`config.mk`:
```
export PLATFORM = sky130hd
export DESIGN_NAME = pcic_top
export DESIGN_NICKNAME = d
export VERILOG_FILES = /design/src/pcic_top.v
export VERILOG_INCLUDE_DIRS = /design/src
export SDC_FILE = /design/constraint.sdc
export NUM_CORES = 1
export LEC_CHECK = 0
export BUFFER_PORTS_ARGS = -buffer_cell sky130_fd_sc_hd__buf_2
export CORE_MARGIN = 1
export CORE_UTILIZATION = 48
export CTS_CLUSTER_SIZE = 8
export DETAILED_ROUTE_END_ITERATION = 6
export GPL_ROUTABILITY_DRIVEN = 0
export PLACE_DENSITY = 0.75
export SETUP_SLACK_MARGIN = 0.5
export SLEW_MARGIN = 20
export SYNTH_ARGS = -nofsm -noshare
export SYNTH_HDL_FRONTEND = slang
export SYNTH_SLANG_ARGS = --single-unit
```
`constraint.sdc`:
```
create_clock -name aclk -period 2 [get_ports aclk]
set_clock_uncertainty 0.05 [all_clocks]
set_input_delay 0.4 -clock aclk [delete_from_list [all_inputs] [get_ports aclk]]
set_output_delay 0.4 -clock aclk [all_outputs]
set_load 0.01 [all_outputs]
```
`src/pcic_map.vh`:
```
// Register map and field constants for the PLL config and clock irq block
//
// Behaviour
// P code plus one divides VCO; zero reserved
// P, N, M, source writable only PLL off
// Bit 16 gates the P-divided clock output
// N is feedback ratio, 8 to 86 valid
// M code plus one divides PLL input
// Source: none, reserved, internal, external oscillator
// Software keeps VCO and output frequencies legal
// Five read-write ready interrupt enable bits
// Lock flag set on lock when enabled
// External fast ready flag set when enabled
// Internal fast flag only after software enable
// Slow oscillator ready flags set when enabled
// Slow external failure sets flag bit 9
// Fast external failure sets flag bit 8
// Writing one to clear bit clears flag
// Irq enable, flag, clear registers reset zero
// Software writes reserved bits as reset value
// Interrupt high while any flag is set
`ifndef PCIC_MAP_VH
`define PCIC_MAP_VH

// ----------------------------------------------------------------
// Register offsets
// ----------------------------------------------------------------
`define PCIC_OFS_PLLCFG   8'h0C
`define PCIC_OFS_IRQEN    8'h18
`define PCIC_OFS_FLAGS    8'h1C
`define PCIC_OFS_CLEAR    8'h20

// ----------------------------------------------------------------
// Reset values and writable masks
// ----------------------------------------------------------------
`define PCIC_RST_PLLCFG   32'h00001000
`define PCIC_RST_IRQ      32'h00000000
`define PCIC_MSK_IRQEN    32'h0000003B
`define PCIC_MSK_FLAGS    32'h0000033B
`define PCIC_MSK_LOCKED   32'h003E7F73
`define PCIC_MSK_PEN      32'h00010000

// ----------------------------------------------------------------
// Field positions of the PLL configuration word
// ----------------------------------------------------------------
`define PCIC_P_MSB        21
`define PCIC_P_LSB        17
`define PCIC_PEN_BIT      16
`define PCIC_N_MSB        14
`define PCIC_N_LSB        8
`define PCIC_M_MSB        6
`define PCIC_M_LSB        4
`define PCIC_SRC_MSB      1
`define PCIC_SRC_LSB      0

// ----------------------------------------------------------------
// Codes and limits
// ----------------------------------------------------------------
`define PCIC_N_MIN        7'h08
`define PCIC_N_MAX        7'h56
`define PCIC_SRC_NONE     2'h0
`define PCIC_SRC_INT      2'h2
`define PCIC_SRC_EXT      2'h3

// ----------------------------------------------------------------
// Flag and enable bit positions
// ----------------------------------------------------------------
`define PCIC_B_ISLOW      0
`define PCIC_B_ESLOW      1
`define PCIC_B_IFAST      3
`define PCIC_B_EFAST      4
`define PCIC_B_LOCK       5
`define PCIC_B_EFAIL      8
`define PCIC_B_SFAIL      9

// ----------------------------------------------------------------
// Bus responses
// ----------------------------------------------------------------
`define PCIC_RESP_OKAY    2'h0
`define PCIC_RESP_SLVERR  2'h2

`endif

```
`src/pcic_top.v`:
```
// PLL configuration register and clock interrupt logic with AXI4-Lite slave
//
// The AXI4-Lite register port was chosen for this implementation.
`timescale 1ns/1ns
`default_nettype none
`include "pcic_map.vh"

module pcic_top #(
	parameter ADDR_W = 8,
	parameter NSYNC  = 7
) (
	input  wire              aclk,
	input  wire              aresetn,
	input  wire [ADDR_W-1:0] s_axi_awaddr,
	input  wire              s_axi_awvalid,
	output wire              s_axi_awready,
	input  wire [31:0]       s_axi_wdata,
	input  wire [3:0]        s_axi_wstrb,
	input  wire              s_axi_wvalid,
	output wire              s_axi_wready,
	output wire [1:0]        s_axi_bresp,
	output wire              s_axi_bvalid,
	input  wire              s_axi_bready,
	input  wire [ADDR_W-1:0] s_axi_araddr,
	input  wire              s_axi_arvalid,
	output wire              s_axi_arready,
	output wire [31:0]       s_axi_rdata,
	output wire [1:0]        s_axi_rresp,
	output wire              s_axi_rvalid,
	input  wire              s_axi_rready,
	input  wire              pll_on,
	input  wire              internal_fast_osc_on,
	input  wire              pll_locked,
	input  wire              internal_16mhz_osc_ready,
	input  wire              external_fast_osc_ready,
	input  wire              external_slow_osc_ready,
	input  wire              internal_slow_osc_ready,
	input  wire              external_fast_osc_fail,
	input  wire              external_slow_osc_fail,
	output wire [4:0]        vco_div_p,
	output wire [5:0]        p_divide_ratio,
	output wire              p_ratio_valid,
	output wire              p_output_enable,
	output wire [6:0]        feedback_multiplier,
	output wire              feedback_valid,
	output wire [3:0]        input_divide_ratio,
	output wire [1:0]        loop_input_select,
	output wire              src_internal_sel,
	output wire              src_external_sel,
	output wire              clock_irq
);

// ----------------------------------------------------------------
// Address decode
// ----------------------------------------------------------------
function is_word;
	input [7:0] word;
	input [7:0] ofs;
	begin
		is_word = (word == ofs);
	end
endfunction

function mapped;
	input [ADDR_W-1:0] a;
	reg   [7:0]        w;
	begin
		w = {a[7:2], 2'b00};
		mapped = is_word(w, `PCIC_OFS_PLLCFG) || is_word(w, `PCIC_OFS_IRQEN) ||
			is_word(w, `PCIC_OFS_FLAGS) || is_word(w, `PCIC_OFS_CLEAR);
	end
endfunction

function [31:0] strb_mask;
	input [3:0] s;
	begin
		strb_mask = {{8{s[3]}}, {8{s[2]}}, {8{s[1]}}, {8{s[0]}}};
	end
endfunction

// ----------------------------------------------------------------
// Registers
// ----------------------------------------------------------------
reg  [31:0]       cfg_q;
reg  [31:0]       cfg_d;
reg  [31:0]       ien_q;
reg  [31:0]       ien_d;
reg  [31:0]       flg_q;
reg  [31:0]       flg_d;
reg  [31:0]       set_w;
reg  [31:0]       clr_w;

reg               aw_got_q;
reg  [ADDR_W-1:0] aw_addr_q;
reg               w_got_q;
reg  [31:0]       w_data_q;
reg  [3:0]        w_strb_q;
reg               bvalid_q;
reg  [1:0]        bresp_q;
reg               rvalid_q;
reg  [1:0]        rresp_q;
reg  [31:0]       rdata_q;

wire              wr_go;
wire [7:0]        wr_word;
wire [31:0]       wmask;
wire [7:0]        rd_word;
wire              wr_cfg;
wire              wr_ien;
wire              wr_clr;
wire              rd_go;
reg  [31:0]       rdata_d;

// ----------------------------------------------------------------
// Write channels
// ----------------------------------------------------------------
// Address and data latched separately; either may come first
assign s_axi_awready = !aw_got_q && !bvalid_q;
assign s_axi_wready  = !w_got_q && !bvalid_q;
assign wr_go         = aw_got_q && w_got_q && !bvalid_q;
assign wr_word       = {aw_addr_q[7:2], 2'b00};
assign wmask         = strb_mask(w_strb_q);
assign s_axi_bvalid  = bvalid_q;
assign s_axi_bresp   = bresp_q;
// A write to the flags register is answered but changes nothing
assign wr_cfg        = wr_go && is_word(wr_word, `PCIC_OFS_PLLCFG);
assign wr_ien        = wr_go && is_word(wr_word, `PCIC_OFS_IRQEN);
assign wr_clr        = wr_go && is_word(wr_word, `PCIC_OFS_CLEAR);

always @(posedge aclk) begin
	if (!aresetn) begin
		aw_got_q  <= 1'b0;
		aw_addr_q <= {ADDR_W{1'b0}};
		w_got_q   <= 1'b0;
		w_data_q  <= 32'h00000000;
		w_strb_q  <= 4'h0;
		bvalid_q  <= 1'b0;
		bresp_q   <= `PCIC_RESP_OKAY;
	end else begin
		if (s_axi_awvalid && s_axi_awready) begin
			aw_got_q  <= 1'b1;
			aw_addr_q <= s_axi_awaddr;
		end
		if (s_axi_wvalid && s_axi_wready) begin
			w_got_q  <= 1'b1;
			w_data_q <= s_axi_wdata;
			w_strb_q <= s_axi_wstrb;
		end
		if (wr_go) begin
			aw_got_q <= 1'b0;
			w_got_q  <= 1'b0;
			bvalid_q <= 1'b1;
			bresp_q  <= mapped(aw_addr_q) ? `PCIC_RESP_OKAY : `PCIC_RESP_SLVERR;
		end else if (bvalid_q && s_axi_bready) begin
			bvalid_q <= 1'b0;
		end
	end
end

// ----------------------------------------------------------------
// Read channel
// ----------------------------------------------------------------
assign s_axi_arready = !rvalid_q;
assign s_axi_rvalid  = rvalid_q;
assign s_axi_rresp   = rresp_q;
assign s_axi_rdata   = rdata_q;
assign rd_word       = {s_axi_araddr[7:2], 2'b00};
assign rd_go         = s_axi_arvalid && s_axi_arready;

// Mux is combinational; the data flop holds the word for the whole beat
always @* begin
	case (rd_word)
	`PCIC_OFS_PLLCFG: rdata_d = cfg_q;
	`PCIC_OFS_IRQEN:  rdata_d = ien_q;
	`PCIC_OFS_FLAGS:  rdata_d = flg_q;
	// Clear register is write-only and reads back zero
	default:          rdata_d = 32'h00000000;
	endcase
end

always @(posedge aclk) begin
	if (!aresetn) begin
		rvalid_q <= 1'b0;
		rresp_q  <= `PCIC_RESP_OKAY;
		rdata_q  <= 32'h00000000;
	end else if (rd_go) begin
		rvalid_q <= 1'b1;
		rresp_q  <= mapped(s_axi_araddr) ? `PCIC_RESP_OKAY : `PCIC_RESP_SLVERR;
		rdata_q  <= rdata_d;
	end else if (rvalid_q && s_axi_rready) begin
		rvalid_q <= 1'b0;
	end
end

// ----------------------------------------------------------------
// Status input synchronisers
// ----------------------------------------------------------------
// Oscillator status comes from other clock trees: three stages
wire [NSYNC-1:0] raw_w;
reg  [NSYNC-1:0] s1_q;
reg  [NSYNC-1:0] s2_q;
reg  [NSYNC-1:0] s3_q;
reg  [NSYNC-1:0] stab_q;
wire [NSYNC-1:0] rise_w;

assign raw_w = {external_slow_osc_fail, external_fast_osc_fail, pll_locked,
	external_fast_osc_ready, internal_16mhz_osc_ready,
	external_slow_osc_ready, internal_slow_osc_ready};

genvar gi;
generate
	for (gi = 0; gi < NSYNC; gi = gi + 1) begin : g_sync
		always @(posedge aclk) begin
			if (!aresetn) begin
				s1_q[gi]   <= 1'b0;
				s2_q[gi]   <= 1'b0;
				s3_q[gi]   <= 1'b0;
				stab_q[gi] <= 1'b0;
			end else begin
				s1_q[gi] <= raw_w[gi];
				s2_q[gi] <= s1_q[gi];
				s3_q[gi] <= s2_q[gi];
				if (s2_q[gi] == s3_q[gi])
					stab_q[gi] <= s3_q[gi];
			end
		end
		// A new level counts once the last two stages agree
		assign rise_w[gi] = s2_q[gi] && s3_q[gi] && !stab_q[gi];
	end
endgenerate

// ----------------------------------------------------------------
// Flag set and clear
// ----------------------------------------------------------------
always @* begin
	set_w = 32'h00000000;
	set_w[`PCIC_B_ISLOW] = rise_w[0] && ien_q[`PCIC_B_ISLOW];
	set_w[`PCIC_B_ESLOW] = rise_w[1] && ien_q[`PCIC_B_ESLOW];
	// Requests from peripherals alone never raise this flag
	set_w[`PCIC_B_IFAST] = rise_w[2] && ien_q[`PCIC_B_IFAST] &&
		internal_fast_osc_on;
	set_w[`PCIC_B_EFAST] = rise_w[3] && ien_q[`PCIC_B_EFAST];
	set_w[`PCIC_B_LOCK]  = rise_w[4] && ien_q[`PCIC_B_LOCK];
	set_w[`PCIC_B_EFAIL] = rise_w[5];
	set_w[`PCIC_B_SFAIL] = rise_w[6];
end

always @* begin
	clr_w = 32'h00000000;
	if (wr_clr)
		clr_w = w_data_q & wmask & `PCIC_MSK_FLAGS;
end

always @* begin
	// Set beats clear so an event in the clear cycle survives
	flg_d = ((flg_q & ~clr_w) | set_w) & `PCIC_MSK_FLAGS;
	ien_d = ien_q;
	if (wr_ien)
		ien_d = (ien_q & ~wmask) | (w_data_q & wmask & `PCIC_MSK_IRQEN);
end

// ----------------------------------------------------------------
// PLL configuration write with lock
// ----------------------------------------------------------------
always @* begin
	cfg_d = cfg_q;
	if (wr_cfg) begin
		// Enable bit stays writable; divider fields freeze while running
		cfg_d = (cfg_q & ~(wmask & `PCIC_MSK_PEN)) |
			(w_data_q & wmask & `PCIC_MSK_PEN);
		if (!pll_on)
			cfg_d = (cfg_d & ~(wmask & `PCIC_MSK_LOCKED)) |
				(w_data_q & wmask & `PCIC_MSK_LOCKED);
	end
end

// Reset value selects a feedback ratio of sixteen
always @(posedge aclk) begin
	if (!aresetn) begin
		cfg_q <= `PCIC_RST_PLLCFG;
	end else begin
		cfg_q <= cfg_d;
	end
end

// Reserved enable bits are masked off on write
always @(posedge aclk) begin
	if (!aresetn) begin
		ien_q <= `PCIC_RST_IRQ;
	end else begin
		ien_q <= ien_d;
	end
end

// Flags hold until cleared; reset is the only other way out
always @(posedge aclk) begin
	if (!aresetn) begin
		flg_q <= `PCIC_RST_IRQ;
	end else begin
		flg_q <= flg_d;
	end
end

// ----------------------------------------------------------------
// Decoded PLL controls
// ----------------------------------------------------------------
wire [4:0] p_code   = cfg_q[`PCIC_P_MSB:`PCIC_P_LSB];
wire [6:0] n_code   = cfg_q[`PCIC_N_MSB:`PCIC_N_LSB];
wire [2:0] m_code   = cfg_q[`PCIC_M_MSB:`PCIC_M_LSB];
wire [1:0] src_code = cfg_q[`PCIC_SRC_MSB:`PCIC_SRC_LSB];

reg  [4:0] p_code_q;
reg  [5:0] p_ratio_q;
reg        p_ok_q;
reg        pen_q;
reg  [6:0] n_q;
reg        n_ok_q;
reg  [3:0] m_ratio_q;
reg  [1:0] src_q;
reg        src_int_q;
reg        src_ext_q;
reg        irq_q;

// Outputs trail the register by one cycle to stay registered
always @(posedge aclk) begin
	if (!aresetn) begin
		p_code_q  <= 5'h00;
		p_ratio_q <= 6'h00;
		p_ok_q    <= 1'b0;
		pen_q     <= 1'b0;
		n_q       <= 7'h00;
		n_ok_q    <= 1'b0;
		m_ratio_q <= 4'h0;
		src_q     <= `PCIC_SRC_NONE;
		src_int_q <= 1'b0;
		src_ext_q <= 1'b0;
	end else begin
		p_code_q  <= p_code;
		p_ratio_q <= {1'b0, p_code} + 6'h01;
		p_ok_q    <= (p_code != 5'h00);
		pen_q     <= cfg_q[`PCIC_PEN_BIT];
		n_q       <= n_code;
		n_ok_q    <= (n_code >= `PCIC_N_MIN) && (n_code <= `PCIC_N_MAX);
		m_ratio_q <= {1'b0, m_code} + 4'h1;
		src_q     <= src_code;
		src_int_q <= (src_code == `PCIC_SRC_INT);
		src_ext_q <= (src_code == `PCIC_SRC_EXT);
	end
end

// ----------------------------------------------------------------
// Interrupt output
// ----------------------------------------------------------------
// Taken from the next flag value so the pin and the flags move together
always @(posedge aclk) begin
	if (!aresetn) begin
		irq_q <= 1'b0;
	end else begin
		irq_q <= |flg_d;
	end
end

assign vco_div_p           = p_code_q;
assign p_divide_ratio      = p_ratio_q;
assign p_ratio_valid       = p_ok_q;
assign p_output_enable     = pen_q;
assign feedback_multiplier = n_q;
assign feedback_valid      = n_ok_q;
assign input_divide_ratio  = m_ratio_q;
assign loop_input_select   = src_q;
assign src_internal_sel    = src_int_q;
assign src_external_sel    = src_ext_q;
assign clock_irq           = irq_q;

endmodule // pcic_top
`default_nettype wire

```
# Word-level counts from Yosys, hierarchy flattened
# Cells that the tools add are included.
# Widths: inputs -> output; s select.
[word_totals] register_bits=203 elab_cells=151
[classes] add_sub_neg=2 order_cmp=2 eq_ne=17 n_mux=9 n_bitwise=14 reduce_logical=55
[op_table] op="$and 32x32->32" count=3
[op_table] op="$pmux 32 s3" count=1
[op_table] op="$logic_and 1x1->1" count=33
[op_table] op="$mux 32" count=1
[op_table] op="$not 17->32" count=1
[op_table] op="$not 22->32" count=1
[op_table] op="$not 32->32" count=1
[op_table] op="$or 32x17->32" count=1
[op_table] op="$or 32x22->32" count=1
[op_table] op="$or 32x6->32" count=1
[op_table] op="$eq 6x3->1 const B" count=4
[op_table] op="$and 22x22->22" count=1
[op_table] op="$eq 6x2->1 const B" count=2
[op_table] op="$eq 6x4->1 const B" count=2
[op_table] op="$logic_not 1->1" count=11
[op_table] op="$and 10x10->10" count=1
[op_table] op="$mux 10" count=1
[op_table] op="$not 10->10" count=1
[op_table] op="$or 10x10->10" count=1
[op_table] op="$eq 1x1->1" count=7
[op_table] op="$ge 7x4->1 const B" count=1
[op_table] op="$le 7x7->1 const B" count=1
[op_table] op="$reduce_or 7->1" count=1
[op_table] op="$add 5x1->6 const B" count=1
[op_table] op="other kinds (9)" count=20

# Logic depth before layout (Yosys ltp)
[depth] ltp_word=8 mapped_depth=8 depth_no_buf=6

# Least setup slack after synthesis
# No wires, ideal clock.
[synth_path] path_type="reg2reg" startpoint="register aw_addr_q[2]" endpoint="register irq_q (netlist: clock_irq)" arrival_time_ps=1801 required_ps=1825 slack_ps=24 stages_incl_launch_ff=6 period_less_slack_ps=1976 cell_sequence="dfxtp_1 or4b_4 or3_4 o21ai_2 nand2_1 o41a_1"
[synth_via] elab_chain_cells=7
[synth_rtl] element="from (decl)" line="pcic_top.v:94" source="reg [ADDR_W-1:0] aw_addr_q;"
[synth_rtl] element="from (signal assigned)" line="pcic_top.v:133" source="aw_addr_q <= {ADDR_W{1'b0}};"
[synth_rtl] element="from (signal assigned)" line="pcic_top.v:142" source="aw_addr_q <= s_axi_awaddr;"
[synth_rtl] element="$eq 6x4->1" line="pcic_top.v:60" source="is_word = (word == ofs);"
[synth_rtl] element="$logic_and 1x1->1" line="pcic_top.v:128" source="assign wr_clr = wr_go && is_word(wr_word, `PCIC_OFS_CLEAR);"
[synth_rtl] element="$mux 10" line="pcic_top.v:250" source="if (wr_clr)"
[synth_rtl] element="$not 10->10" line="pcic_top.v:256" source="flg_d = ((flg_q & ~clr_w) | set_w) & `PCIC_MSK_FLAGS;"
[synth_rtl] element="$and 10x10->10" line="pcic_top.v:256"
[synth_rtl] element="$or 10x10->10" line="pcic_top.v:256"
[synth_rtl] element="$reduce_or 7->1" line="pcic_top.v:359" source="irq_q <= |flg_d;"
[synth_rtl] element="to (signal assigned)" line="pcic_top.v:359"
[synth_rtl] element="to (decl)" line="pcic_top.v:322" source="reg irq_q;"
# No other way between the ends.
# A chain may end at the register's enable or synchronous reset.

# Worst setup path after layout
[layout_path] startpoint="register aw_addr_q[3]" endpoint="register irq_q (netlist: clock_irq)"
# The elaborated chain is that of the path after synthesis.

==> flow_metrics.env <==
export IMPL_fin_ws_ns=-0.0620
export IMPL_min_to="s_axi_rvalid"
export IMPL_drive_above_1_share=0.279
export IMPL_hold_viol_final=0
export IMPL_htree_levels=4
export IMPL_io_buffers=119
export IMPL_n_fill_cell=1019
export IMPL_p_per_area_nw_per_um2=956
export IMPL_cts_sinks=182
export IMPL_crit_type="reg2reg"
export IMPL_final_net_count=896
export IMPL_worst_setup_hold_path_clk_slew_ns=0.07
export IMPL_grt_pass1_wl_mm=24.6
export IMPL_avgSynthCellArea_um2=9.35
export IMPL_power_leakage_nw=3.59
export IMPL_seqPwrFrac=0.482
export IMPL_crit_fanout=5
export IMPL_layout_common_cells="176 x dfxtp_1, 116 x buf_2, 96 x nand2_1"
export IMPL_drtIter0Drc=342
export IMPL_r2r_setup_slack_ns=-0.06
export IMPL_core_area_um2=12900
export IMPL_clkLatencyLatePin_ns=0.43
export IMPL_holdBufCountCts=0
export IMPL_worstRegToRegCells=5
export IMPL_start_util=0.501
export IMPL_comb_power_share=0.066
export IMPL_cts_tree="done"
export IMPL_root_buffer="clkbuf_16"
export IMPL_peakVddDrop_uv=629
export IMPL_pin_count=139
export IMPL_synth_edf_count=0
export IMPL_period_share=1.03
export IMPL_violations="setup timing"
export IMPL_avgRoutedWirePerCell_um=14.6
export IMPL_switching_share=0.219
export IMPL_syn_area_um2=6440
export IMPL_ys_ff_latch=182
export IMPL_dp_hpwl_mm=10.3
export IMPL_hp_start="s_axi_rready"
export IMPL_clockBufferDepth=2
export IMPL_critPathRequiredTime_ns=2.26
export IMPL_ant_nets=0
export IMPL_antenna_found_initial=0
export IMPL_yosysSeqAreaShare=0.565
export IMPL_fmax_ghz=0.485
export IMPL_mostFrequentLayoutCell="dfxtp_1"
export IMPL_rr_startpoint="aw_addr_q[3]"
export IMPL_rsz0062_at_grt="yes"
export IMPL_synth_cell_types=53
export IMPL_layout_area_overhead_vs_synth_pct=27.9
export IMPL_timing_rr_end="clock_irq"
export IMPL_grt_use_total=0.222
export IMPL_ys_warn_count=0
export IMPL_drc=0
export IMPL_cellInternalPower_w=0.00616
export IMPL_holdPathStages=2
export IMPL_outcome="finished with violations"
export IMPL_dpl_worst_slack_ns=-0.0801
export IMPL_firstDrtPassIters=4
export IMPL_clockPowerShare=0.452
export IMPL_crit_arrival_ns=2.32
export IMPL_overflow=0
export IMPL_wl_mm=14.7
export IMPL_async_reset_ff_frac=0
export IMPL_fp_row_count=41
export IMPL_synthCells=689
export IMPL_slew_violations=0
export IMPL_grt_max_degree=51
export IMPL_end_kind="flip-flop"
export IMPL_first_global_vias=5150
export IMPL_die_area_um2=13900
export IMPL_via_per_inst=5.22
export IMPL_setup_viol=1
export IMPL_worstSetupStartpointType="flip-flop"
export IMPL_holdCritPathClass="in2reg"
export IMPL_final_core_util=0.640
export IMPL_yosys_most_used_dff="dfxtp_1"
export IMPL_drv_cap=0
export IMPL_p_sw_w=0.00173
export IMPL_final_min_clock_period_ns=2.06
export IMPL_cts_made_buffers=17
export IMPL_vias=5242
export IMPL_chipWidth_um=118
export IMPL_die_h_um=118
-- critical path, cell delays in order, from the launching register on --
cell	delay, ns
dfxtp_2	0.33
or4b_4	0.55
or3_4	0.39
o21ai_2	0.18
nand4_1	0.12
o41a_1	0.33
-- synthesized netlist by cell type, types with 5 or more instances --
cell,number,share of area
dfxtp_1,182,0.57
o21ai_0,17,0.013
ha_1,10,0.019
a21oi_1,53,0.041
a211oi_1,7,0.0082
nand2_1,98,0.057
buf_1,5,0.0029
and2_1,53,0.051
inv_1,19,0.011
nand3_1,37,0.029
nor3_1,18,0.014
clkbuf_1,30,0.017
a221oi_1,13,0.018
o21ai_2,5,0.0068
mux2i_1,20,0.031
nand2b_1,6,0.0058
nor2_1,62,0.036
-- per-layer routing --
metal	global-route usage	part of all wire	vias up
li1	-	-	2573
met3	0.0514	0.044	27
met1	0.268	0.44	2511
met2	0.374	0.49	131
met5	0	0	-
met4	0.103	0.025	0
-- worst max path at each step --
stage	startpoint	end	cells after the start	slack, ns
detailed placement	aw_addr_q[3]	clock_irq	5	-0.08
floorplan	aw_addr_q[3]	clock_irq	5	0.03
CTS	aw_addr_q[3]	clock_irq	5	-0.05
global placement	aw_addr_q[3]	clock_irq	5	-0.03
finish	aw_addr_q[3]	clock_irq	5	-0.06
global route	aw_addr_q[3]	clock_irq	5	-0.12
-- cells by family after synthesis --
| family | after synthesis | share of synthesized area |
|---|---|---|
| buf+inv | 62 | 0.0406 |
| fa+ha+maj | 10 | 0.0194 |
| other cells | 1 | 0.000582 |
| compound gates | 110 | 0.105 |
| mux | 20 | 0.0311 |
| xor+xnor | 4 | 0.00544 |
| simple gates | 300 | 0.232 |
| flops | 182 | 0.565 |
-- through the flow --
stage	hold WS, ns	std cells	total power (W)	cell area (µm²)	TNS [ns]
2_1_floorplan	0.362	690	0.00417	6580	0
3_3_place_gp	0.368	963	0.00434	7350	-0.0322
3_5_place_dp	0.370	963	0.00436	7350	-0.0801
4_1_cts	0.0869	1001	0.00793	8190	-0.0471
5_1_grt	0.0880	1003	0.00816	8240	-0.536
6_report	0.0982	1004	0.00788	8240	-0.0620
-- what timing repair did --
action,in CTS,in global routing
pin swaps,21,7
endpoints found under the setup margin,63,66
buffers inserted,6,2
gates resized for setup,30,13
gates cloned,0,0
-- power groups by stage --
| stage | Sequential, W | Combinational (W) | Clock [W] |
|---|---|---|---|
| floorplan | 0.00387 | 0.000295 | 0 |
| global placement | 0.00387 | 0.000478 | 0 |
| detailed placement | 0.00387 | 0.000493 | 0 |
| CTS | 0.00380 | 0.000519 | 0.00362 |
| global route | 0.00381 | 0.000575 | 0.00377 |
| finish | 0.00380 | 0.000520 | 0.00356 |
-- area by class of cell --
type	count	area, µm²	share of cell area
diodes	1	2.50	0.000304
clock buffers	19	433	0.0525
clock inverters	13	205	0.0249
inverters	20	75.1	0.00911
multi-input cells	446	2720	0.330
flip-flops and latches	182	3650	0.443
well taps	172	215	0.0261
repair buffers	151	940	0.114
Note: power is estimated with default switching activity, not from simulation.
